$ cat config.mk
export PLATFORM = sky130hd
export DESIGN_NAME = cmpc_pin_ctrl
export DESIGN_NICKNAME = d
export VERILOG_FILES = /design/src/logic/cmpc_pkg.sv /design/src/logic/cmpc_irq_if.sv /design/src/logic/cmpc_irq_pulse.sv /design/src/logic/cmpc_pin_ctrl.sv
export SDC_FILE = /design/constraint.sdc
export NUM_CORES = 1
export LEC_CHECK = 0
export ABC_CLOCK_PERIOD_IN_PS = 2600
export BUFFER_PORTS_ARGS = -buffer_cell sky130_fd_sc_hd__buf_2
export CORE_MARGIN = 5
export CORE_UTILIZATION = 50
export DETAILED_ROUTE_END_ITERATION = 12
export GPL_TIMING_DRIVEN = 0
export PLACE_DENSITY = 0.79
export SYNTH_ARGS = -nofsm -noshare
export SYNTH_HDL_FRONTEND = slang
export SYNTH_SLANG_ARGS = --single-unit
$ cat constraint.sdc
create_clock -name clk_sys -period 2.6 [get_ports clk_sys]
set_input_delay 0.26 -clock clk_sys [delete_from_list [all_inputs] [get_ports clk_sys]]
set_output_delay 0.26 -clock clk_sys [all_outputs]
set_load 0.02 [all_outputs]
$ cat src/logic/cmpc_pkg.sv
package cmpc_pkg;
  // General pin function codes
  localparam logic [3:0] FN_DISABLED = 4'h0;
  localparam logic [3:0] FN_ADC_WCLK = 4'h1;
  localparam logic [3:0] FN_CLK_OUT = 4'h2;
  localparam logic [3:0] FN_IRQ_SHORT = 4'h3;
  localparam logic [3:0] FN_IRQ_AGC_NOISE = 4'h4;
  localparam logic [3:0] FN_IRQ_BUTTON = 4'h5;
  localparam logic [3:0] FN_IRQ_HEADSET = 4'h6;
  localparam logic [3:0] FN_ALT_WCLK = 4'h7;
  localparam logic [3:0] FN_DMIC_CLK = 4'h8;
  localparam logic [3:0] FN_GP_IN = 4'h9;
  localparam logic [3:0] FN_GP_OUT = 4'ha;
  localparam logic [3:0] FN_ALT_BCLK = 4'hb;
  // Serial control pin function codes
  localparam logic [1:0] SFN_DISABLED = 2'h0;
  localparam logic [1:0] SFN_GP_IN = 2'h1;
  localparam logic [1:0] SFN_GP_OUT = 2'h2;
  // Timing
  localparam int CLK_HZ = 40000000;
  localparam int PULSE_US = 2000;
  localparam int PULSE_CYC = (CLK_HZ / 1000000) * PULSE_US;
  localparam int TRAIN_PERIOD_US = 4000;
  localparam int TRAIN_PERIOD_CYC = (CLK_HZ / 1000000) * TRAIN_PERIOD_US;
  localparam int CNT_W = 18;
  localparam logic [CNT_W-1:0] RST_CNT = 18'h00000;
  typedef enum logic [1:0] {
    CMPC_IDLE = 2'b00,
    CMPC_HIGH = 2'b01,
    CMPC_LOW = 2'b10
  } cmpc_irq_state_t;
endpackage
$ cat src/logic/cmpc_irq_if.sv
`timescale 1ns/1ps
interface cmpc_irq_if;
  logic [3:0] func;
  logic contMode;
  logic [3:0] events;
  logic pulse;
  modport ctrl(output func, output contMode, output events, input pulse);
  modport gen(input func, input contMode, input events, output pulse);
endinterface

$ cat src/logic/cmpc_irq_pulse.sv
`timescale 1ns/1ps
module cmpc_irq_pulse #(
  parameter int PULSE_CYC = cmpc_pkg::PULSE_CYC,
  parameter int PERIOD_CYC = cmpc_pkg::TRAIN_PERIOD_CYC
) (
  input wire logic clk_sys,
  input wire logic rst_b,
  cmpc_irq_if.gen irq
);
  cmpc_pkg::cmpc_irq_state_t state;
  logic [cmpc_pkg::CNT_W-1:0] cnt;
  logic [3:0] eventPrev;
  logic evSel;
  logic evSelPrev;
  logic evRise;

  always_comb begin
    evSel = 1'b0;
    evSelPrev = 1'b0;
    unique case (irq.func)
      cmpc_pkg::FN_IRQ_SHORT: begin
        evSel = irq.events[0];
        evSelPrev = eventPrev[0];
      end
      cmpc_pkg::FN_IRQ_AGC_NOISE: begin
        evSel = irq.events[1];
        evSelPrev = eventPrev[1];
      end
      cmpc_pkg::FN_IRQ_BUTTON: begin
        evSel = irq.events[2];
        evSelPrev = eventPrev[2];
      end
      cmpc_pkg::FN_IRQ_HEADSET: begin
        evSel = irq.events[3];
        evSelPrev = eventPrev[3];
      end
      default: begin
        evSel = 1'b0;
        evSelPrev = 1'b0;
      end
    endcase
  end

  // Edge on the selected event starts a pulse; other standing events must not mask it
  assign evRise = evSel & ~evSelPrev;

  always_ff @(posedge clk_sys) begin
    if (!rst_b) begin
      eventPrev <= 4'h0;
    end else begin
      eventPrev <= irq.events;
    end
  end

  // Widths counted on the system clock
  always_ff @(posedge clk_sys) begin
    if (!rst_b) begin
      state <= cmpc_pkg::CMPC_IDLE;
      cnt <= cmpc_pkg::RST_CNT;
    end else begin
      unique case (state)
        cmpc_pkg::CMPC_IDLE: begin
          if (evRise) begin
            state <= cmpc_pkg::CMPC_HIGH;
            cnt <= cmpc_pkg::RST_CNT;
          end
        end
        cmpc_pkg::CMPC_HIGH: begin
          if (cnt == cmpc_pkg::CNT_W'(PULSE_CYC - 1)) begin
            cnt <= cmpc_pkg::RST_CNT;
            state <= irq.contMode ? cmpc_pkg::CMPC_LOW : cmpc_pkg::CMPC_IDLE;
          end else begin
            cnt <= cnt + 1'b1;
          end
        end
        cmpc_pkg::CMPC_LOW: begin
          // Train stops once the event goes away
          if (!evSel || !irq.contMode) begin
            state <= cmpc_pkg::CMPC_IDLE;
          end else if (cnt == cmpc_pkg::CNT_W'(PERIOD_CYC - PULSE_CYC - 1)) begin
            cnt <= cmpc_pkg::RST_CNT;
            state <= cmpc_pkg::CMPC_HIGH;
          end else begin
            cnt <= cnt + 1'b1;
          end
        end
        default: state <= cmpc_pkg::CMPC_IDLE;
      endcase
    end
  end

  assign irq.pulse = (state == cmpc_pkg::CMPC_HIGH);
endmodule

$ cat src/logic/cmpc_pin_ctrl.sv
`timescale 1ns/1ps
// Contract
// - Pin one selects word clock, clock out, four interrupts, alt clock, mic clock, GPIO.
// - A general-purpose input pin shows its level in a status bit.
// - A general-purpose output pin drives its output-level control bit.
// - Single-pulse interrupt mode gives one 2 ms pulse per event.
// - Continuous mode gives a repeating pulse train while the event stands.
// - Pin two offers alt audio, interrupts, mic and GPIO like pin one.
// - In I2C mode the data and clock control pins stay on the bus.
// - In SPI mode both control pins may be GPIO input or output.
// - In SPI mode the multifunction pins carry SPI and lose other functions.
// - In I2C mode multifunction pin three is GPIO input or alt data input.
// - In I2C mode multifunction pin two is disabled or a driven output.
// - In I2C mode pins zero, one and three report their levels; pin three reports zero while it is alt data input.
module cmpc_pin_ctrl (
  input wire logic clk_sys,
  input wire logic rst_b,
  input wire logic spiMode,
  input wire logic [3:0] pinOneFunc,
  input wire logic [3:0] pinTwoFunc,
  input wire logic pinOneCont,
  input wire logic pinTwoCont,
  input wire logic pinOneOutLevel,
  input wire logic pinTwoOutLevel,
  input wire logic [1:0] sdaFunc,
  input wire logic [1:0] sclFunc,
  input wire logic sdaOutLevel,
  input wire logic sclOutLevel,
  input wire logic multiThreeAltData,
  input wire logic multiTwoOutEn,
  input wire logic multiTwoOutLevel,
  input wire logic [3:0] irqEvents,
  input wire logic adcWclk,
  input wire logic clkOut,
  input wire logic altWclk,
  input wire logic altBclk,
  input wire logic dmicClk,
  input wire logic general_pin_one_in,
  input wire logic general_pin_two_in,
  input wire logic sdaIn,
  input wire logic sclIn,
  input wire logic multi_pin_zero_in,
  input wire logic multi_pin_one_in,
  input wire logic multi_pin_three_in,
  output logic general_pin_one_out,
  output logic general_pin_one_oe,
  output logic general_pin_two_out,
  output logic general_pin_two_oe,
  output logic sdaGpOut,
  output logic sdaGpOe,
  output logic sclGpOut,
  output logic sclGpOe,
  output logic multi_pin_two_out,
  output logic multi_pin_two_oe,
  output logic pinOneInLevel,
  output logic pinTwoInLevel,
  output logic sdaInLevel,
  output logic sclInLevel,
  output logic multiZeroInLevel,
  output logic multiOneInLevel,
  output logic multiThreeInLevel,
  output logic altDataIn
);
  cmpc_irq_if irqOne();
  cmpc_irq_if irqTwo();
  logic next_oneOut;
  logic next_oneOe;
  logic next_twoOut;
  logic next_twoOe;

  assign irqOne.func = pinOneFunc;
  assign irqOne.contMode = pinOneCont;
  assign irqOne.events = irqEvents;
  assign irqTwo.func = pinTwoFunc;
  assign irqTwo.contMode = pinTwoCont;
  assign irqTwo.events = irqEvents;

  cmpc_irq_pulse uIrqOne (
    .clk_sys(clk_sys),
    .rst_b(rst_b),
    .irq(irqOne.gen)
  );

  cmpc_irq_pulse uIrqTwo (
    .clk_sys(clk_sys),
    .rst_b(rst_b),
    .irq(irqTwo.gen)
  );

  // Pin one function mux
  always_comb begin
    next_oneOut = 1'b0;
    next_oneOe = 1'b1;
    unique case (pinOneFunc)
      cmpc_pkg::FN_ADC_WCLK: next_oneOut = adcWclk;
      cmpc_pkg::FN_CLK_OUT: next_oneOut = clkOut;
      cmpc_pkg::FN_IRQ_SHORT,
      cmpc_pkg::FN_IRQ_AGC_NOISE,
      cmpc_pkg::FN_IRQ_BUTTON,
      cmpc_pkg::FN_IRQ_HEADSET: next_oneOut = irqOne.pulse;
      cmpc_pkg::FN_ALT_WCLK: next_oneOut = altWclk;
      cmpc_pkg::FN_DMIC_CLK: next_oneOut = dmicClk;
      cmpc_pkg::FN_GP_OUT: next_oneOut = pinOneOutLevel;
      default: next_oneOe = 1'b0;
    endcase
  end

  // Pin two: alt bus clock, interrupts, mic clock and GPIO
  always_comb begin
    next_twoOut = 1'b0;
    next_twoOe = 1'b1;
    unique case (pinTwoFunc)
      cmpc_pkg::FN_ALT_BCLK: next_twoOut = altBclk;
      cmpc_pkg::FN_IRQ_SHORT,
      cmpc_pkg::FN_IRQ_AGC_NOISE,
      cmpc_pkg::FN_IRQ_BUTTON,
      cmpc_pkg::FN_IRQ_HEADSET: next_twoOut = irqTwo.pulse;
      cmpc_pkg::FN_DMIC_CLK: next_twoOut = dmicClk;
      cmpc_pkg::FN_GP_OUT: next_twoOut = pinTwoOutLevel;
      default: next_twoOe = 1'b0;
    endcase
  end

  always_ff @(posedge clk_sys) begin
    if (!rst_b) begin
      general_pin_one_out <= 1'b0;
      general_pin_one_oe <= 1'b0;
      general_pin_two_out <= 1'b0;
      general_pin_two_oe <= 1'b0;
    end else begin
      general_pin_one_out <= next_oneOut;
      general_pin_one_oe <= next_oneOe;
      general_pin_two_out <= next_twoOut;
      general_pin_two_oe <= next_twoOe;
    end
  end

  // Status bits hold zero unless the pin is a general-purpose input
  always_ff @(posedge clk_sys) begin
    if (!rst_b) begin
      pinOneInLevel <= 1'b0;
      pinTwoInLevel <= 1'b0;
    end else begin
      pinOneInLevel <= (pinOneFunc == cmpc_pkg::FN_GP_IN) & general_pin_one_in;
      pinTwoInLevel <= (pinTwoFunc == cmpc_pkg::FN_GP_IN) & general_pin_two_in;
    end
  end

  // Control pins are lent to GPIO only in SPI mode; in I2C the bus owns them
  always_ff @(posedge clk_sys) begin
    if (!rst_b) begin
      sdaGpOut <= 1'b0;
      sdaGpOe <= 1'b0;
      sclGpOut <= 1'b0;
      sclGpOe <= 1'b0;
      sdaInLevel <= 1'b0;
      sclInLevel <= 1'b0;
    end else begin
      sdaGpOe <= spiMode & (sdaFunc == cmpc_pkg::SFN_GP_OUT);
      sclGpOe <= spiMode & (sclFunc == cmpc_pkg::SFN_GP_OUT);
      sdaGpOut <= spiMode & sdaOutLevel;
      sclGpOut <= spiMode & sclOutLevel;
      sdaInLevel <= spiMode & (sdaFunc == cmpc_pkg::SFN_GP_IN) & sdaIn;
      sclInLevel <= spiMode & (sclFunc == cmpc_pkg::SFN_GP_IN) & sclIn;
    end
  end

  // Multifunction pins are SPI signals in SPI mode, so all extras go quiet
  always_ff @(posedge clk_sys) begin
    if (!rst_b) begin
      multi_pin_two_out <= 1'b0;
      multi_pin_two_oe <= 1'b0;
      multiZeroInLevel <= 1'b0;
      multiOneInLevel <= 1'b0;
      multiThreeInLevel <= 1'b0;
      altDataIn <= 1'b0;
    end else begin
      multi_pin_two_oe <= ~spiMode & multiTwoOutEn;
      multi_pin_two_out <= ~spiMode & multiTwoOutEn & multiTwoOutLevel;
      multiZeroInLevel <= ~spiMode & multi_pin_zero_in;
      multiOneInLevel <= ~spiMode & multi_pin_one_in;
      multiThreeInLevel <= ~spiMode & ~multiThreeAltData & multi_pin_three_in;
      altDataIn <= ~spiMode & multiThreeAltData & multi_pin_three_in;
    end
  end
endmodule

==> results.md, run 1 <==
- Max_cap viols: 0
- Dominant cell type by area after synthesis: dfxtp_1
- Core footprint: 0.00676 mm2
- Most used DFF post-synth: dfxtp_1
- PD cells: about 630 mW/mm2
- Post-cts repair resize count: 1
- Die width: 93.0 um
- Tmin final: 2.32 ns
- Seq/Total Area, Yosys: 0.360
- Initial antenna violation count: 0
- Dpl hpwl: 6280 um
- Number of enable flip-flop cells after synthesis: 0
- Unrepaired setup endpoints after global routing: false
- GRT Util Overall: 0.208
- Die height: between 90 and 100 um
- Largest net degree at the start of global routing: 11
- Crit-path cells: ha_1 > nand3_1 > or2_2 > o31ai_2 > nor2_1 > o21ai_0 > a21oi_1
- Ys Warns: 0
- Register bit total from synthesis: 62
- Switch share: 0.318
- # rows: 30
- Avg WL per Cell: 15.2 um
- CTS Buf Count: 9
- Grt ovf: 0
- CTS hold repair buffers: 0
- CP max-delay cell: o31ai_2
- Drt first pass iters: 4
- Crit Path Class: flop to flop
- Final hold vios: 0
- CP Capture Type: flop
- Skew final: 0.00820 ns
- Clock latency on the worst-skew pair: 0.33 ns
- Clock buffer depth: 2
- Final core utilization: 0.595
- Flop pwr share: 0.401
- Post-Syn Nets: 474
- Total wire length: 8700 um
- Post-CTS Setup Inserts: 0
- Worst Path Required: 2.79 ns
- Clock share of power: 0.345
- Worst slack at placement: -0.0289 ns
- Pint: 0.00172 W
- Post-Syn Area: roughly 0.0034 mm2
- Commonest non-fill, non-tap cell in the layout: dfxtp_1
- Cell count after placement: 555
- Setup Viol. Count Final: 0
- IO buf count: 53
- Layout net count: 538
- Netlist cell types: 63
- Relative slew slack: 0.501
- Post-synthesis async set-or-reset flop share: 0
- Sw power: about 0.00080 W
- Post-Layout Cell Count: ~570
- Post-synthesis cell count: 422
- Status: completed
- CTS root buffer: clkbuf_8
- Final Hold Slack: roughly 0.09 ns
- Vias after detailed routing: 3,367
- Final worst slack: 0.280 ns
- Leakage: 1.53 nW
- Top Ports: 58
- Drt via density: 5.90
- Max VDD drop: 0.292 mV
- Most frequent cells in the layout: dfxtp_1 (62), buf_2 (60), nand2_1 (49)
- Slew Viols, Final: 0
- Gpl congestion: a little under 0.9
- Max Freq: 431 MHz
- Vias in the first global route: approximately 3,200
- Initial Utilization: 0.510
- Synth top area cells: dfxtp_1 (36%), nand2_1 (5.3%), a21oi_1 (5.2%)
- Yosys top cell area share: 0.360
- Post-route ant nets: 0
- Worst-path clk slew: 0.07 ns
- Max incr delay on CP: 0.66 ns
- DRC Markers: 0
- Initial DRC count: between 200 and 250
- Maximum fanout along the worst path: 9
- Avg Cell Area, Syn: 8.17 um2
- # diodes: 0
- First-pass GRT wire length: approximately 15,000 um
- P&R area growth vs syn: 16.6%
- CTS sink cnt: 62
- Startpoint Class: flop
- Crit path DAT: between 2 and 3 ns
- H-tree level count: 3
- CTS tree: yes
- Filler instances: just over 600
- Layout cells sized above 1: 0.181
- Least-Margin Pin Slew: 0.745 ns
- Tightest Hold Check Type: input port to flop
- Die footprint: 0.00865 mm2
- Fin crit share: 0.892
- Combinational Power Share: 0.255
## cell families (layout without fill, tap and decap cells)
logic type,after synthesis,count (layout),synth area share
AND/OR/NAND/NOR,200,200,0.322
buffers and inverters,33,102,0.0428
XOR/XNOR,3,3,0.00762
multiplexers,8,8,0.0240
flip-flops,62,62,0.360
AO/OA/AOI/OAI,104,104,0.200
adder cells (fa/ha/maj),12,12,0.0436
## sequential cells by signal (all words and copies together), names as in the netlist, 2 cells and up
name / count
uIrqTwo.state: 2
uIrqTwo.eventPrev: 4
uIrqOne.cnt: 18
uIrqOne.state: 2
uIrqTwo.cnt: 18
## worst paths after layout
kind / from / to / cells after the start / slack, ns
worst min-delay path: multiThreeAltData / multiThreeInLevel$_SDFF_PN0_ / 2 / 0.09
worst max-delay path: uIrqTwo.cnt[0]$_SDFFE_PN0P_ / uIrqTwo.cnt[16]$_SDFFE_PN0P_ / 7 / 0.28
worst min register to register: uIrqOne.cnt[17]$_SDFFE_PN0P_ / uIrqOne.cnt[17]$_SDFFE_PN0P_ / 2 / 0.48
worst max register to register: uIrqTwo.cnt[0]$_SDFFE_PN0P_ / uIrqTwo.cnt[16]$_SDFFE_PN0P_ / 7 / 0.28
## per-layer routing
layer  share of wire  track usage  wire [um]  vias up
met5               0            0          0        -
met4           0.011       0.0623         92        0
met3           0.052       0.0410        448       11
met2            0.50        0.361       4340       92
met1            0.44        0.261       3820     1583
li1                -            -          -     1681
## worst max-delay path, delay by kind of cell, from the launching register on
kind / cells / cell delay [ns]
DFF: 1 / 0.39
AOI/OAI and AO/OA: 3 / 0.93
adders and majority gates: 1 / 0.20
and+or+nand+nor: 3 / 0.67
## synthesized netlist by cell type, drive strengths merged, types with 8 or more instances
cell and n:
nor2 24, a21oi 36, ha 12, and3 10
clkbuf 10, o21ai 27, dfxtp 62, nand3 16
nand2 49, nor3 14, buf 11, or4 8
inv 12, or3 12, and2 15
## per-stage QoR
step	cell area (um2)	setup TNS, ns	total power (W)
final	4020	0	0.00252
after global routing	4020	0	0.00266
after CTS	4020	0	0.00252
after detailed placement	3810	-0.0669	0.00166
after global placement	3810	0	0.00164
after floorplan	3450	0	0.00148
## power by group through the flow
stage	sequential (W)	combinational, W	clock [W]
floorplan	0.00104	0.000447	0
global placement	0.00103	0.000613	0
detailed placement	0.00103	0.000630	0
CTS	0.00101	0.000636	0.000878
global route	0.00101	0.000717	0.000933
finish	0.00101	0.000642	0.000868
## layout make-up
cell class,instances,area (um2),share of cell area
sequential,62,1240,0.309
inverter,12,45.0,0.0112
clock inverter,3,42.5,0.0106
clock buffer,13,159,0.0395
multi-input combinational,327,2060,0.513
tap,80,100,0.0249
buffer,21,103,0.0255
timing repair buffer,53,265,0.0660
Power figures use the tool's default switching activity.
==> run 2: changes to the inputs <==
Settings changed: PLACE_DENSITY 0.79 to 0.72.
==> run 2 against run 1 <==
Net effect: final cell count unchanged; clock power grew 14%; cell area increased by 0.69%; critical path type unchanged; worst setup slack worse by 0.0011 ns; sequential cell count stayed put; largest power group unchanged; first-iteration DRC count decreased by 50%.
==> results.md, run 2 (synthesis gave the netlist of run 1 again) <==
- First-pass GRT wire length: 14,500 um (-1.1%)
- Dpl hpwl: 6210 um (-1.2%)
- Relative slew slack: 0.521 (+0.0204)
- Status: completed
- # rows: 30 (unchanged)
- Post-Layout Cell Count: 571 (unchanged)
- Layout cells sized above 1: 0.185 (+0.00407)
- Least-Margin Pin Slew: 0.714 ns (-0.0304 ns)
- Grt ovf: 0 (unchanged)
- Avg WL per Cell: 15.3 um (+0.26%)
- Cell count after placement: 555 (unchanged)
- Crit Path Class: flop to flop
- Drt first pass iters: 5 (+1)
- Clock buffer depth: 2 (unchanged)
- Layout net count: 538 (unchanged)
- CTS Buf Count: 9 (unchanged)
- # diodes: 0 (unchanged)
- Initial Utilization: 0.510 (unchanged)
- Max Freq: 431 MHz (about the same)
- CTS root buffer: clkbuf_8
- GRT Util Overall: 0.208 (about the same)
- Vias in the first global route: 3,125 (-2.5%)
- Max VDD drop: 0.412 mV (+41%)
- CTS sink cnt: 62 (unchanged)
- Design area: 0.00405 mm2 (+0.69%)
- Slew Viols, Final: 0 (unchanged)
- DP Area: 0.00381 mm2 (unchanged)
- Vias after detailed routing: 3,338 (-0.86%)
- Initial antenna violation count: 0 (unchanged)
- Largest net degree at the start of global routing: 14 (+3)
- Tightest Hold Check Type: input port to flop
- P&R area growth vs syn: 17.4%
- Gpl congestion: 0.842 (-5.5%)
- Fin crit share: 0.893 (about the same)
- Startpoint Class: flop
- Leakage: 1.54 nW (+0.83%)
- IO buf count: 53 (unchanged)
- Core footprint: 0.00676 mm2 (unchanged)
- Total wire length: 8720 um (+0.26%)
- PD cells: 654 mW/mm2 (+4.3%)
- CTS hold repair buffers: 0 (unchanged)
- Top Ports: 58 (unchanged)
- Commonest non-fill, non-tap cell in the layout: dfxtp_1
- Post-cts repair resize count: 1 (unchanged)
- Clock latency on the worst-skew pair: 0.35 ns (+0.02 ns)
- DRC Markers: 0 (unchanged)
- Skew final: 0.00864 ns (+0.000441 ns)
- CP Capture Type: flop
- Worst-path clk slew: 0.08 ns (about the same)
- Filler instances: 620 (+1.6%)
- Most frequent cells in the layout: dfxtp_1 (62), buf_2 (60), nand2_1 (49)
- H-tree level count: 3 (unchanged)
- CTS tree: yes
- Die height: 93.0 um (unchanged)
- Crit path DAT: 2.53 ns (+0.02 ns)
- Maximum fanout along the worst path: 9 (unchanged)
- Die footprint: 0.00865 mm2 (unchanged)
- Setup Viol. Count Final: 0 (unchanged)
- Final hold vios: 0 (unchanged)
- Initial DRC count: 113 (-50%)
- Max_cap viols: 0 (unchanged)
- Die width: 93.0 um (unchanged)
- Worst Path Required: 2.81 ns (+0.02 ns)
- Post-CTS Setup Inserts: 0 (unchanged)
- Tmin final: 2.32 ns (+0.00110 ns)
- Regs by FF count: uIrqOne.cnt (18), uIrqTwo.cnt (18), uIrqTwo.eventPrev (4)
- Unrepaired setup endpoints after global routing: false
- Post-route ant nets: 0 (unchanged)
- Drt via density: 5.85 (-0.86%)
## run 2: cell count changes in the layout (fill, tap and decap cells not counted)
| cell | previous run | this run |
|---|---|---|
| clkinv_2 | 1 | 0 |
| clkbuf_1 | 12 | 10 |
| inv_8 | 0 | 1 |
| clkinv_4 | 0 | 1 |
| clkbuf_8 | 11 | 9 |
| inv_6 | 0 | 2 |
| bufinv_16 | 1 | 2 |
## run 2: worst max-delay path, cell delays in order, from the launching register on
cell     delay (ns)
dfxtp_1        0.40
ha_1           0.21
nand3_1        0.20
or2_2          0.37
o31ai_2        0.64
nor2_1         0.11
o21ai_0        0.17
a21oi_1        0.09
## run 2: layout make-up
type	count	area, um2	share of cell area
multi-input cells	327	2060	0.510
flip-flops and latches	62	1240	0.307
repair buffers	53	265	0.0656
clock buffers	9	124	0.0306
clock inverters	7	105	0.0260
plain buffers	21	103	0.0254
well taps	80	100	0.0247
inverters	12	45.0	0.0111
## run 2: layer usage
layer	global-route usage	wire length, um	up-vias
li1	-	-	1682
met1	0.271	3980	1554
met2	0.330	4140	85
met3	0.0579	448	17
met4	0.0745	150	0
met5	0	0	-
## run 2: worst paths after layout
kind                            slack [ns]                          from                      endpoint  cells past startpoint
worst max-delay path                  0.28   uIrqTwo.cnt[0]$_SDFFE_PN0P_   uIrqTwo.cnt[7]$_SDFFE_PN0P_                      7
worst min-delay path                  0.06             multiThreeAltData  multiThreeInLevel$_SDFF_PN0_                      2
worst max register to register        0.28   uIrqTwo.cnt[0]$_SDFFE_PN0P_   uIrqTwo.cnt[7]$_SDFFE_PN0P_                      7
worst min register to register        0.48  uIrqOne.cnt[17]$_SDFFE_PN0P_  uIrqOne.cnt[17]$_SDFFE_PN0P_                      2
## run 2: where the power goes
| part | total, W | switching [W] | internal [W] |
|---|---|---|---|
| combinational | 0.000645 | 0.000404 | 0.000241 |
| clock | 0.000992 | 0.000438 | 0.000554 |
| sequential | 0.00101 | 0.0000275 | 0.000980 |
## run 2: metrics by stage
stage | setup TNS [ns] | hold slack, ns | power, W | worst slack [ns] | utilization
5_1_grt | 0 | 0.0524 | 0.00280 | 0.0541 | 0.599
4_1_cts | 0 | 0.0606 | 0.00266 | 0.271 | 0.599
3_3_place_gp | 0 | 0.432 | 0.00166 | 0.00126 | 0.564
3_5_place_dp | -0.0880 | 0.436 | 0.00166 | -0.0226 | 0.564
6_report | 0 | 0.0633 | 0.00265 | 0.279 | 0.599
2_1_floorplan | 0 | 0.332 | 0.00148 | 0.501 | -
==> run 3: changes to the inputs <==
Settings changed: CELL_PAD_IN_SITES_DETAIL_PLACEMENT from default to 1, CELL_PAD_IN_SITES_GLOBAL_PLACEMENT from default to 1, CORE_MARGIN 5 to 2, CORE_UTILIZATION 50 to 42, PLACE_DENSITY 0.72 to default, PLACE_DENSITY_LB_ADDON from default to 0.1.
==> run 3 against run 2 <==
Net effect: wire length is 15% higher; clock power down 20%; global-route usage grew 3.3 points; non-clock buffer count stayed put; first-iteration DRC count is 1.8% higher; worst setup slack worse by 0.057 ns; cell area shrank 0.56%; clock skew rose by 0.0030 ns; die area is 3.4% higher; count of clock-buffer cells in the layout grew 4; sequential cell count unchanged; total power down 6.6%; critical path type unchanged.
==> results.md, run 3 (synthesis gave the netlist of run 1 again) <==
- Status: completed
- P&R area growth vs syn: 16.7%
- Die width: 94.6 um (+1.7%)
- Slew Viols, Final: 0 (unchanged)
- Largest net degree at the start of global routing: 11 (-3)
- Dpl hpwl: 7340 um (+18%)
- Maximum fanout along the worst path: 10 (+1)
- Fin crit share: 0.915 (+0.0218)
- Post-Layout Cell Count: 594 (+4.0%)
- Final hold vios: 0 (unchanged)
- Drt first pass iters: 4 (-1)
- CTS sink cnt: 62 (unchanged)
- CTS Buf Count: 9 (unchanged)
- CTS root buffer: clkbuf_8
- Total wire length: 10,100 um (+15%)
- Vias after detailed routing: 3,390 (+1.6%)
- Skew final: 0.0116 ns (+0.00299 ns)
- Grt ovf: 0 (unchanged)
- Crit path DAT: 2.63 ns (+0.10 ns)
- Gpl congestion: 0.804 (-4.5%)
- Commonest non-fill, non-tap cell in the layout: dfxtp_1
- R2r setup slk: 0.22 ns (-0.06 ns)
- CTS tree: yes
- PD cells: 614 mW/mm2 (-6.0%)
- Max incr delay on CP: 0.37 ns (-0.27 ns)
- Crit-path cells: ha_1 > nand3_1 > or2_2 > o31a_1 > o2111ai_4 > buf_6 > or3b_1 > a21oi_1
- Sum Neg Setup Slack: 0 ns (unchanged)
- Tmin final: 2.38 ns (+0.0566 ns)
- Regs by FF count: uIrqOne.cnt (18), uIrqTwo.cnt (18), uIrqTwo.eventPrev (4)
- Drt via density: 5.71 (-2.4%)
- First-pass GRT wire length: 16,900 um (+17%)
- Worst Path Required: 2.86 ns (+0.05 ns)
- Initial antenna violation count: 0 (unchanged)
- Least-Margin Pin Slew: 0.722 ns (+0.00752 ns)
- Setup Viol. Count Final: 0 (unchanged)
- IO buf count: 53 (unchanged)
- Max_cap viols: 0 (unchanged)
- Clock buffer depth: 2 (unchanged)
- Post-route ant nets: 0 (unchanged)
- Leakage: 1.52 nW (-1.2%)
- Avg WL per Cell: 16.9 um (+11%)
- Clock latency on the worst-skew pair: 0.34 ns (about the same)
- Bufs and invs on worst path: 1 (+1)
- Unrepaired setup endpoints after global routing: false
- Most frequent cells in the layout: dfxtp_1 (62), buf_2 (60), nand2_1 (49)
- GRT Util Overall: 0.241 (+0.0325)
- CP max-delay cell: or3b_1
- DRC Markers: 0 (unchanged)
- Max Freq: 421 MHz (-2.4%)
- Max VDD drop: 0.335 mV (-19%)
- Crit Path Class: flop to flop
- Relative slew slack: 0.516 (-0.00505)
- Layout cells sized above 1: 0.182 (-0.00333)
- Die height: 94.6 um (+1.7%)
- Worst-path clk slew: 0.07 ns (about the same)
- Tightest Hold Check Type: input port to flop
- # diodes: 0 (unchanged)
- Core footprint: 0.00809 mm2 (+20%)
- Crit path max-delay family: simple AND/OR/NAND/NOR gates
- H-tree level count: 3 (unchanged)
- Startpoint Class: flop
- CP Capture Type: flop
- Initial DRC count: 115 (+1.8%)
- Total design power: 0.00247 W (-6.6%)
- Initial Utilization: 0.426 (-0.0842)
- Die footprint: 0.00895 mm2 (+3.4%)
- Vias in the first global route: 3,456 (+11%)
- Top Ports: 58 (unchanged)
- Cell count after placement: 580 (+4.5%)
- Layout net count: 538 (unchanged)
- # rows: 33 (+10%)
## run 3: cell types whose count changed in the layout (fill, tap and decap cells not counted)
cell,before,now
clkbuf_8,9,12
bufinv_16,2,0
inv_6,2,0
clkbuf_2,0,1
clkinv_2,0,1
clkinv_4,1,0
clkinvlp_4,1,0
inv_8,1,0
## run 3: layout make-up
class	instances	area (um2)
Clock inverter	1	5.00
Tap cell	105	131
Timing Repair Buffer	53	265
Multi-Input combinational cell	327	2060
Clock buffer	13	169
Buffer	21	104
Inverter	12	45.0
Sequential cell	62	1240
Fill cell	1044	4070
## run 3: per-stage QoR
stage               hold WS [ns]  worst slack (ns)  utilization  area (um2)
CTS                       0.0709             0.187        0.497        4020
floorplan                  0.332             0.501            -        3450
global route              0.0861           0.00768        0.497        4020
detailed placement         0.437           -0.0887        0.475        3840
finish                    0.0830             0.222        0.497        4020
global placement           0.429           -0.0678        0.475        3840
## run 3: per-layer routing
| layer | vias to the layer above | routed length [um] | global-route usage |
|---|---|---|---|
| li1 | 1672 | - | - |
| met1 | 1638 | 4700 | 0.317 |
| met2 | 66 | 4790 | 0.404 |
| met3 | 14 | 402 | 0.0367 |
| met4 | 0 | 159 | 0.0785 |
| met5 | - | 0 | 0 |
## run 3: final timing paths
check                                     from                            to  depth (start not counted)
setup / recovery   uIrqTwo.cnt[0]$_SDFFE_PN0P_   uIrqTwo.cnt[2]$_SDFFE_PN0P_                          8
hold / removal                      sclFunc[1]         sclInLevel$_SDFF_PN0_                          2
setup reg to reg   uIrqTwo.cnt[0]$_SDFFE_PN0P_   uIrqTwo.cnt[2]$_SDFFE_PN0P_                          8
hold reg to reg   uIrqOne.cnt[17]$_SDFFE_PN0P_  uIrqOne.cnt[17]$_SDFFE_PN0P_                          2
## run 3: timing repair
action,in CTS,in global routing
buffers inserted,0,0
gates cloned,0,0
gates resized for setup,1,2
setup endpoints to repair,9,1
pin swaps,0,0
hold buffers,0,0
## run 3: power by group
part | leakage (nW) | switching (W) | internal [W]
logic | 0.927 | 0.000422 | 0.000243
clock network | 0.0914 | 0.000384 | 0.000413
registers | 0.503 | 0.0000287 | 0.000981
total | 1.52 | 0.000834 | 0.00164
